### src/ebm_regs.svh
// Constants for the external bus master and sampling logic
`ifndef EBM_REGS_SVH
`define EBM_REGS_SVH
// Address bus width, bit 0 is the most significant line
`define EBM_ADDR_W 32
// Beats in one burst transfer
`define EBM_BURST_BEATS 4
// Cycles the bus monitor waits for a termination before raising an error
`define EBM_MON_CYCLES 64
// Flip-flops in each pin synchroniser
`define EBM_SYNC_STAGES 2
// Level of an active-low line while negated
`define EBM_NEGATED 1'b1
`endif

### src/ebm_pkg.sv
// Types shared by the external bus master and its testbench
package ebm_pkg;
  // Transaction asked for by an internal master
  typedef struct packed {
    logic [0:31] addr;     // Address, bit 0 most significant
    logic [1:0] size;      // Transfer size code, bit 1 on the high size line when card is low
    logic read;            // High for a read from the slave
    logic burst;           // Burst transfer
    logic card;            // Slave handled by the card interface
    logic card_space;      // Card address space select
    logic upm_two;         // Slave access run by the second user machine
  } req_s;
  // Transaction seen from an external master
  typedef struct packed {
    logic [0:31] addr;
    logic [1:0] size;
    logic read;
    logic burst;
  } snoop_s;
  // Bus cycle states of the device as master
  typedef enum logic [1:0] {ST_IDLE, ST_START, ST_DATA, ST_NEGATE} bus_state_e;
endpackage

### src/ebm_sync.sv
// Two-stage synchroniser for a group of pin inputs
`timescale 1ns/1ns
module ebm_sync #(
  parameter int W = 1,
  parameter logic [W-1:0] INIT = '1
) (
  input wire logic clk,
  input wire logic rst,
  input wire logic ce,
  input wire logic [W-1:0] d,
  output logic [W-1:0] q
);
  logic [W-1:0] meta; // First stage, read only by the second

  // Both stages, frozen while the clock enable is low
  always_ff @(posedge clk)
  begin
    if (rst)
    begin
      meta <= INIT;
      q <= INIT;
    end
    else if (ce)
    begin
      meta <= d;
      q <= meta;
    end
  end
endmodule

### src/ebm_master.sv
// External bus signalling: master cycles and sampling of external masters
`timescale 1ns/1ns
`include "ebm_regs.svh"
module ebm_master import ebm_pkg::*; #(
  parameter int BURST_BEATS = `EBM_BURST_BEATS,
  parameter int MON_CYCLES = `EBM_MON_CYCLES
) (
  input wire logic CLOCK,
  input wire logic RESET,
  input wire logic CE,
  input wire logic BUS_GRANT,
  input wire logic REQ_VALID,
  input wire req_s REQ,
  output logic REQ_READY,
  output logic DONE,
  output logic DONE_ERROR,
  input wire logic MEM_STROBE_FIVE,
  output logic SNOOP_VALID,
  output snoop_s SNOOP,
  input wire logic [0:31] ADDR_I,
  output logic [0:31] ADDR_O,
  output logic ADDR_OE,
  input wire logic XFER_SIZE_BIT_HI_I,
  output logic XFER_SIZE_BIT_HI_O,
  output logic XFER_SIZE_BIT_HI_OE,
  input wire logic XFER_SIZE_BIT_LO_I,
  output logic XFER_SIZE_BIT_LO_O,
  output logic XFER_SIZE_BIT_LO_OE,
  input wire logic RD_WR_I,
  output logic RD_WR_O,
  output logic RD_WR_OE,
  input wire logic BURST_N_I,
  output logic BURST_N_O,
  output logic BURST_N_OE,
  output logic BURST_BEAT_PENDING_N_O,
  output logic BURST_BEAT_PENDING_N_OE,
  input wire logic XFER_BEGIN_N_I,
  output logic XFER_BEGIN_N_O,
  output logic XFER_BEGIN_N_OE,
  input wire logic XFER_ACK_N_I,
  input wire logic XFER_ERROR_ACK_N_I,
  output logic XFER_ERROR_ACK_N_O,
  output logic XFER_ERROR_ACK_N_OE
);
  localparam int BW = $clog2(BURST_BEATS + 1);
  localparam int MW = $clog2(MON_CYCLES + 1);
  localparam int SW = `EBM_ADDR_W + 7;

  bus_state_e state;        // Master cycle state
  req_s cur;                // Transaction being run
  logic drive_oe;           // Device owns and drives the bus pins
  logic start_n;            // Transfer start level driven
  logic burst_n;            // Burst level driven
  logic pend_n;             // Beat-pending level driven
  logic size_hi;            // Level on the high size line
  logic [BW-1:0] beats_left; // Beats still to be acknowledged
  logic [MW-1:0] mon_cnt;   // Cycles waited for a termination
  logic tea_drive;          // Device pulls the error line low
  logic [SW-1:0] sync_q;    // Synchronised pin inputs
  logic start_prev;         // Synchronised transfer start, one cycle older
  logic accept;             // Request taken this cycle
  logic ack_seen;           // Acknowledge seen on the bus
  logic err_seen;           // Error termination, from a slave or the monitor
  logic mon_fire;           // Monitor ran out of time
  logic last_ack;           // Final beat acknowledged
  snoop_s seen;             // Synchronised external transaction fields

  // Pin inputs pass two flip-flops before use
  ebm_sync #(.W(SW), .INIT({SW{`EBM_NEGATED}})) u_sync (
    .clk(CLOCK),
    .rst(RESET),
    .ce(CE),
    .d({ADDR_I, XFER_SIZE_BIT_HI_I, XFER_SIZE_BIT_LO_I, RD_WR_I, BURST_N_I,
        XFER_BEGIN_N_I, XFER_ACK_N_I, XFER_ERROR_ACK_N_I}),
    .q(sync_q)
  );

  // Decode of the synchronised inputs
  always_comb
  begin
    seen.addr = sync_q[SW-1 -: `EBM_ADDR_W];
    seen.size = sync_q[6:5];
    seen.read = sync_q[4];
    seen.burst = ~sync_q[3];
    ack_seen = ~sync_q[1];
    mon_fire = (mon_cnt == MW'(MON_CYCLES - 1));
    err_seen = ~sync_q[0] | mon_fire;
  end

  // Handshake with the internal masters
  assign REQ_READY = (state == ST_IDLE) && BUS_GRANT;
  assign accept = REQ_READY && REQ_VALID && CE;
  assign last_ack = (state == ST_DATA) && ack_seen && (beats_left == BW'(1));

  // Cycle sequencing
  always_ff @(posedge CLOCK)
  begin
    if (RESET)
      state <= ST_IDLE;
    else if (CE)
    begin
      case (state)
        ST_IDLE:
          if (accept)
            state <= ST_START;
        ST_START:
          state <= ST_DATA;
        ST_DATA:
          // Error ends the cycle whatever the acknowledge shows
          if (err_seen || last_ack)
            state <= ST_NEGATE;
        ST_NEGATE:
          state <= ST_IDLE;
        default:
          state <= ST_IDLE;
      endcase
    end
  end

  // Latch the transaction and the levels it puts on the pins
  always_ff @(posedge CLOCK)
  begin
    if (RESET)
    begin
      cur <= '0;
      size_hi <= 1'b0;
      burst_n <= `EBM_NEGATED;
    end
    else if (CE && accept)
    begin
      cur <= REQ;
      size_hi <= REQ.card ? REQ.card_space : REQ.size[1];
      burst_n <= ~REQ.burst;
    end
  end

  // Ownership of the pins, floating from reset until a cycle begins
  always_ff @(posedge CLOCK)
  begin
    if (RESET)
      drive_oe <= 1'b0;
    else if (CE)
    begin
      if (accept)
        drive_oe <= 1'b1;
      else if (state == ST_NEGATE)
        drive_oe <= 1'b0;
    end
  end

  // Transfer start: one cycle low at the start of each bus cycle
  always_ff @(posedge CLOCK)
  begin
    if (RESET)
      start_n <= `EBM_NEGATED;
    else if (CE)
      start_n <= ~accept;
  end

  // Beat count and beat-pending line
  always_ff @(posedge CLOCK)
  begin
    if (RESET)
    begin
      beats_left <= '0;
      pend_n <= `EBM_NEGATED;
    end
    else if (CE)
    begin
      // Count acks even while the pin serves as a strobe
      if (accept)
        beats_left <= REQ.burst ? BW'(BURST_BEATS) : BW'(1);
      else if (state == ST_DATA && ack_seen)
        beats_left <= beats_left - BW'(1);
      // The second user machine owns the pin as a strobe from the first driven cycle
      if (accept ? REQ.upm_two : (cur.upm_two && drive_oe))
        pend_n <= MEM_STROBE_FIVE;
      else if (accept)
        pend_n <= ~(REQ.burst && BURST_BEATS > 1);
      // Negate once the next beat is the final one, or when an error ends the cycle
      else if (state == ST_DATA && (err_seen || (ack_seen && beats_left <= BW'(2))))
        pend_n <= `EBM_NEGATED;
      else if (state == ST_NEGATE)
        pend_n <= `EBM_NEGATED;
    end
  end

  // Bus monitor: raises an error when no termination arrives in time
  always_ff @(posedge CLOCK)
  begin
    if (RESET)
    begin
      mon_cnt <= '0;
      tea_drive <= 1'b0;
    end
    else if (CE)
    begin
      if (state == ST_DATA && !ack_seen && !err_seen)
        mon_cnt <= mon_cnt + MW'(1);
      else
        mon_cnt <= '0;
      tea_drive <= (state == ST_DATA) && mon_fire;
    end
  end

  // Completion report to the internal master
  always_ff @(posedge CLOCK)
  begin
    if (RESET)
    begin
      DONE <= 1'b0;
      DONE_ERROR <= 1'b0;
    end
    else if (CE)
    begin
      DONE <= (state == ST_DATA) && (err_seen || last_ack);
      DONE_ERROR <= (state == ST_DATA) && err_seen;
    end
  end

  // Detect a cycle started by an external master and capture its fields
  always_ff @(posedge CLOCK)
  begin
    if (RESET)
    begin
      start_prev <= `EBM_NEGATED;
      SNOOP_VALID <= 1'b0;
      SNOOP <= '0;
    end
    else if (CE)
    begin
      start_prev <= sync_q[2];
      SNOOP_VALID <= start_prev && !sync_q[2] && !drive_oe;
      if (start_prev && !sync_q[2] && !drive_oe)
        SNOOP <= seen;
    end
  end

  // Pin drive
  assign ADDR_O = cur.addr;
  assign XFER_SIZE_BIT_HI_O = size_hi;
  assign XFER_SIZE_BIT_LO_O = cur.size[0];
  assign RD_WR_O = cur.read;
  assign BURST_N_O = burst_n;
  assign BURST_BEAT_PENDING_N_O = pend_n;
  assign XFER_BEGIN_N_O = start_n;
  assign XFER_ERROR_ACK_N_O = 1'b0;
  assign XFER_ERROR_ACK_N_OE = tea_drive;
  assign ADDR_OE = drive_oe;
  assign XFER_SIZE_BIT_HI_OE = drive_oe;
  assign XFER_SIZE_BIT_LO_OE = drive_oe;
  assign RD_WR_OE = drive_oe;
  assign BURST_N_OE = drive_oe;
  assign BURST_BEAT_PENDING_N_OE = drive_oe;
  assign XFER_BEGIN_N_OE = drive_oe;
endmodule

### config.mk
export PLATFORM = sky130hd
export DESIGN_NAME = ebm_master
export DESIGN_NICKNAME = d
export VERILOG_FILES = /design/src/ebm_pkg.sv /design/src/ebm_sync.sv /design/src/ebm_master.sv
export VERILOG_INCLUDE_DIRS = /design/src
export SDC_FILE = /design/constraint.sdc
export NUM_CORES = 1
export LEC_CHECK = 0
export ABC_AREA = 1
export BUFFER_PORTS_ARGS = -buffer_cell sky130_fd_sc_hd__buf_2
export CAP_MARGIN = 0
export CORE_MARGIN = 5
export CORE_UTILIZATION = 30
export CTS_CLUSTER_DIAMETER = 80
export DETAILED_ROUTE_END_ITERATION = 7
export PLACE_DENSITY_LB_ADDON = 0.08
export SLEW_MARGIN = 25
export SYNTH_ARGS = -nofsm -noshare
export SYNTH_HDL_FRONTEND = slang
export SYNTH_SLANG_ARGS = --single-unit
### constraint.sdc
create_clock -name CLOCK -period 2.47 [get_ports CLOCK]
set_input_delay 0.1235 -clock CLOCK [delete_from_list [all_inputs] [get_ports CLOCK]]
set_output_delay 0.1235 -clock CLOCK [all_outputs]
set_load 0.02 [all_outputs]
==> impl_table.tex <==
\begin{tabular}{lr}
\hline
Metric & Value \\
\hline
\multicolumn{2}{l}{\textbf{Cells and area}} \\
\# fillers & 2231 \\
Non-Filler Instances & 1321 \\
Share of final-layout standard cells stronger than drive strength 1 & 21.4\% \\
Final instance area & 8640 um2 \\
Synth-to-layout area growth & 31.6\% \\
Multi-input logic area & 2500 um2 \\
Register area & 3420 um2 \\
Diodes inserted & 0 \\
Layout Nets & 1121 \\
\multicolumn{2}{l}{\textbf{Critical path}} \\
Critical Path Source Type & flip-flop \\
Reg-to-reg setup timing slack & 0.86 ns \\
Reg2reg start & state[1] \\
Critical path's top delay family & buffers and inverters \\
Worst Reg-to-Reg Cells & 8 \\
Largest stage delay on the critical path & 0.38 ns \\
Type of the setup path with the least slack & flip-flop to flip-flop \\
Kind of capture point of the worst setup path & flip-flop \\
Worst EP required & 2.82 ns \\
Count of cell instances traversed by the critical path & 8 \\
Cell Chain, Critical Path & inv\_1 > ha\_1 > nand2\_1 > inv\_2 > nand2\_4 > buf\_4 > nor2\_1 > nor2\_1 \\
Max Fanout on Critical Path & 35 \\
Number of buffers and inverters on the critical path & 3 \\
Critical path's slowest cell & sky130\_fd\_sc\_hd\_\_dfxtp\_1 \\
Critical R2R Capture & ADDR\_O[24] \\
Arr. time, crit path & 1.96 ns \\
Critical Path Most Common Cell & sky130\_fd\_sc\_hd\_\_nor2\_1 \\
\multicolumn{2}{l}{\textbf{Worst hold path}} \\
Hold Path Cell Cnt & 3 \\
Hold path startpoint & REQ[2] \\
Hold EP & XFER\_SIZE\_BIT\_HI\_O \\
Class of the tightest hold or removal check & primary input to flip-flop \\
\multicolumn{2}{l}{\textbf{STA}} \\
Worst hold margin & 0.0221 ns \\
Number of endpoints failing setup at the final stage & 0 \\
Max-slew headroom & 62.4\% \\
Worst Max-Slew Pin Slew & 0.564 ns \\
Fin crit period & 1.61 ns \\
Clk\_skew & 0.00847 ns \\
Pins over their slew limit & 0 \\
Final critical-path share of the clock period & 65.2\% \\
Setup repair after global routing missed its margin & no \\
Highest clock rate & 621 MHz \\
Setup TNS & 0 ns \\
Hold violation total from the final report & 0 \\
\multicolumn{2}{l}{\textbf{Synthesis}} \\
Share of the synthesized area in the top cell type & 52.1\% \\
Flip-flop cell with the highest count after synthesis & sky130\_fd\_sc\_hd\_\_dfxtp\_1 \\
Cell area after synthesis & 6570 um2 \\
Number of different library cells in the post-synthesis netlist & 30 \\
Count of synthesis-stage warnings from yosys & 0 \\
Cell count after synthesis & 846 \\
Post-synthesis average cell area & 7.76 um2 \\
Post-Synthesis Net Count & 938 \\
Largest cells by area after synthesis & sky130\_fd\_sc\_hd\_\_dfxtp\_1 (52\%), sky130\_fd\_sc\_hd\_\_nand2\_1 (11\%), sky130\_fd\_sc\_hd\_\_nor2\_1 (9.0\%), sky130\_fd\_sc\_hd\_\_nand3\_1 (6.5\%), sky130\_fd\_sc\_hd\_\_o21ai\_0 (6.2\%) \\
Library cell occupying the most area in the post-synthesis netlist & sky130\_fd\_sc\_hd\_\_dfxtp\_1 \\
Post-synthesis async set-or-reset flop share & 0\% \\
Number of enable-type register cells in the synthesized netlist & 0 \\
FF+latch count, synth & 171 \\
Share of the yosys chip area belonging to registers & 52.1\% \\
\multicolumn{2}{l}{\textbf{Placement}} \\
RePlAce Congestion & 0.716 \\
Number of buffer cells added on primary ports & 169 \\
Area of placed instances & 7330 um2 \\
HPWL after DPL & 10.9 mm \\
Cell count after placement & 1215 \\
\multicolumn{2}{l}{\textbf{Clock network}} \\
Number of levels the H-tree was split into & 4 \\
Clock-pin slew on the worst setup and hold paths & 0.06 ns \\
Clock tree root driver cell & sky130\_fd\_sc\_hd\_\_clkbuf\_16 \\
Clk\_lat worst skew & 0.42 ns \\
Sink Count & 171 \\
Max Buffers Root-to-Sink & 2 \\
Total clock buffers created by CTS & 17 \\
Post-cts gate resize count & 0 \\
Post-CTS Setup Repair Bufs & 0 \\
TritonCTS clock tree & done \\
\multicolumn{2}{l}{\textbf{Die}} \\
Die width & 158 um \\
Y dimension of the die & 158 um \\
Top-level port count & 171 \\
Floorplan die area & 24900 um2 \\
Effective utilization at floorplan & 30.3\% \\
Area inside the core boundary & 21700 um2 \\
Site Rows & 54 \\
\multicolumn{2}{l}{\textbf{Detailed routing}} \\
Via count & 5632 \\
Via-to-Cell Ratio & 4.26 \\
\# DRC & 0 \\
Average wire per cell in the routed design & 12.7 um \\
Antenna viol nets, final & 0 \\
Wire length after detailed routing & 16.7 mm \\
Count of TritonRoute iterations in the first routing pass & 4 \\
First-iteration detailed-routing DRC count & 285 \\
\multicolumn{2}{l}{\textbf{Pwr}} \\
IR Drop Worst-Case VDD & 0.400 mV \\
PD cells & 729 nW/um2 \\
Power, Total & 6.30 mW \\
Leak Pwr & 4.13 nW \\
\multicolumn{2}{l}{\textbf{Global routing}} \\
Layer with the highest usage & met2 \\
Met1 Resource Use GR & 18.3\% \\
Via count of the first global-routing pass & 5667 \\
Maximum number of pins on one net before global-route repair & 73 \\
Antenna violations before repair & 0 \\
Global route overflow & 0 \\
Global-route usage over all layers & 13.6\% \\
Global-route wire length before repair & 27.8 mm \\
Global routing met2 resource utilization & 21.9\% \\
Met3 Track Usage GR & 3.69\% \\
\multicolumn{2}{l}{\textbf{Status}} \\
Result of the run & finished clean \\
\multicolumn{2}{l}{\textbf{Job}} \\
Number of maximum-capacitance constraint violations & 0 \\
\hline
\end{tabular}
[metrics by stage]
step / util [%] / setup slack [ns]
finish: 39.8 / 0.860
global route: 39.8 / 0.665
CTS: 39.8 / 0.831
detailed placement: 33.8 / 0.847
global placement: 33.8 / 0.891
floorplan: - / 1.06
[cells in the mapped netlist (all sizes together) (2+ instances only)]
| cell type | instances |
|---|---|
| nor3 | 2 |
| dfxtp | 171 |
| nand4 | 2 |
| inv | 24 |
| clkbuf | 18 |
| o21ai | 83 |
| nand3 | 85 |
| buf | 71 |
| xor2 | 3 |
| ha | 8 |
| a21oi | 19 |
| nand2 | 195 |
| nor2 | 160 |
[sequential cells by signal, indices dropped and copies added (netlist names), 2 cells and up]
signal,flops
SNOOP,36
u_sync.meta,39
mon_cnt,7
ADDR_O,32
state,2
u_sync.q,39
beats_left,3
[cells by family (layout without fill, tap and decap cells)]
group	after synthesis	after routing	synth area share (%)
buffers and inverters	113	308	9.83
AOI/OAI and AO/OA	105	105	8.17
other	1	1	0.0571
DFF	171	171	52.1
adders and majority gates	8	8	1.52
and+or+nand+nor	445	445	27.9
xor gates and xnor gates	3	3	0.400
[routing by layer]
layer  vias to the layer above  part of all wire (%)
met4                         0                  0.78
met2                       132                    44
met5                         -                     0
met1                      2463                    49
met3                        11                   6.2
li1                       3026                     -
[tightest hold or removal path: stages]
cell                      delay, ns
sky130_fd_sc_hd__buf_2         0.09
sky130_fd_sc_hd__a21oi_1       0.06
sky130_fd_sc_hd__a21oi_1       0.13
[how the worst max path moves through the flow]
| stage | from | endpoint | slack [ns] |
|---|---|---|---|
| floorplan | state[1] | BURST_BEAT_PENDING_N_O | 1.06 |
| global placement | state[1] | ADDR_O[25] | 0.89 |
| detailed placement | state[1] | ADDR_O[20] | 0.85 |
| CTS | state[1] | ADDR_O[20] | 0.83 |
| global route | state[0] | ADDR_O[9] | 0.66 |
| finish | state[1] | ADDR_O[24] | 0.86 |
[repair_timing]
item	4_1_cts	5_1_grt
endpoints found under the setup margin	0	0
hold buffers	75	0
endpoints found under the hold margin	75	0
[cell type report]
type                            instances  share of cell area [%]
Clock inverter                         13                    1.36
Timing Repair Buffer                  253                    19.9
Tap cell                              280                    4.06
Clock buffer                           18                    5.08
Multi-Input combinational cell        562                    28.9
Inverter                               24                    1.10
Sequential cell                       171                    39.6
[power breakdown]
| part | total, mW | switching, mW | internal (mW) |
|---|---|---|---|
| logic | 0.757 | 0.441 | 0.316 |
| clock network | 2.54 | 1.12 | 1.42 |
| registers | 3.00 | 0.0796 | 2.92 |
| total | 6.30 | 1.64 | 4.66 |
[layout by cell type, fill, tap and decap left out, types with 3 or more instances in the layout]
cell and count:
sky130_fd_sc_hd__inv_1 19, sky130_fd_sc_hd__nand2_1 192, sky130_fd_sc_hd__buf_12 4, sky130_fd_sc_hd__inv_6 4, sky130_fd_sc_hd__a21oi_1 18, sky130_fd_sc_hd__clkinv_2 4
sky130_fd_sc_hd__nor2_1 158, sky130_fd_sc_hd__o21ai_0 81, sky130_fd_sc_hd__nand3_1 85, sky130_fd_sc_hd__clkbuf_16 17, sky130_fd_sc_hd__buf_4 6, sky130_fd_sc_hd__buf_2 168
sky130_fd_sc_hd__ha_1 8, sky130_fd_sc_hd__xor2_1 3, sky130_fd_sc_hd__inv_2 3, sky130_fd_sc_hd__dfxtp_1 171, sky130_fd_sc_hd__dlygate4sd3_1 75
Note: power is estimated with default switching activity, not from simulation.
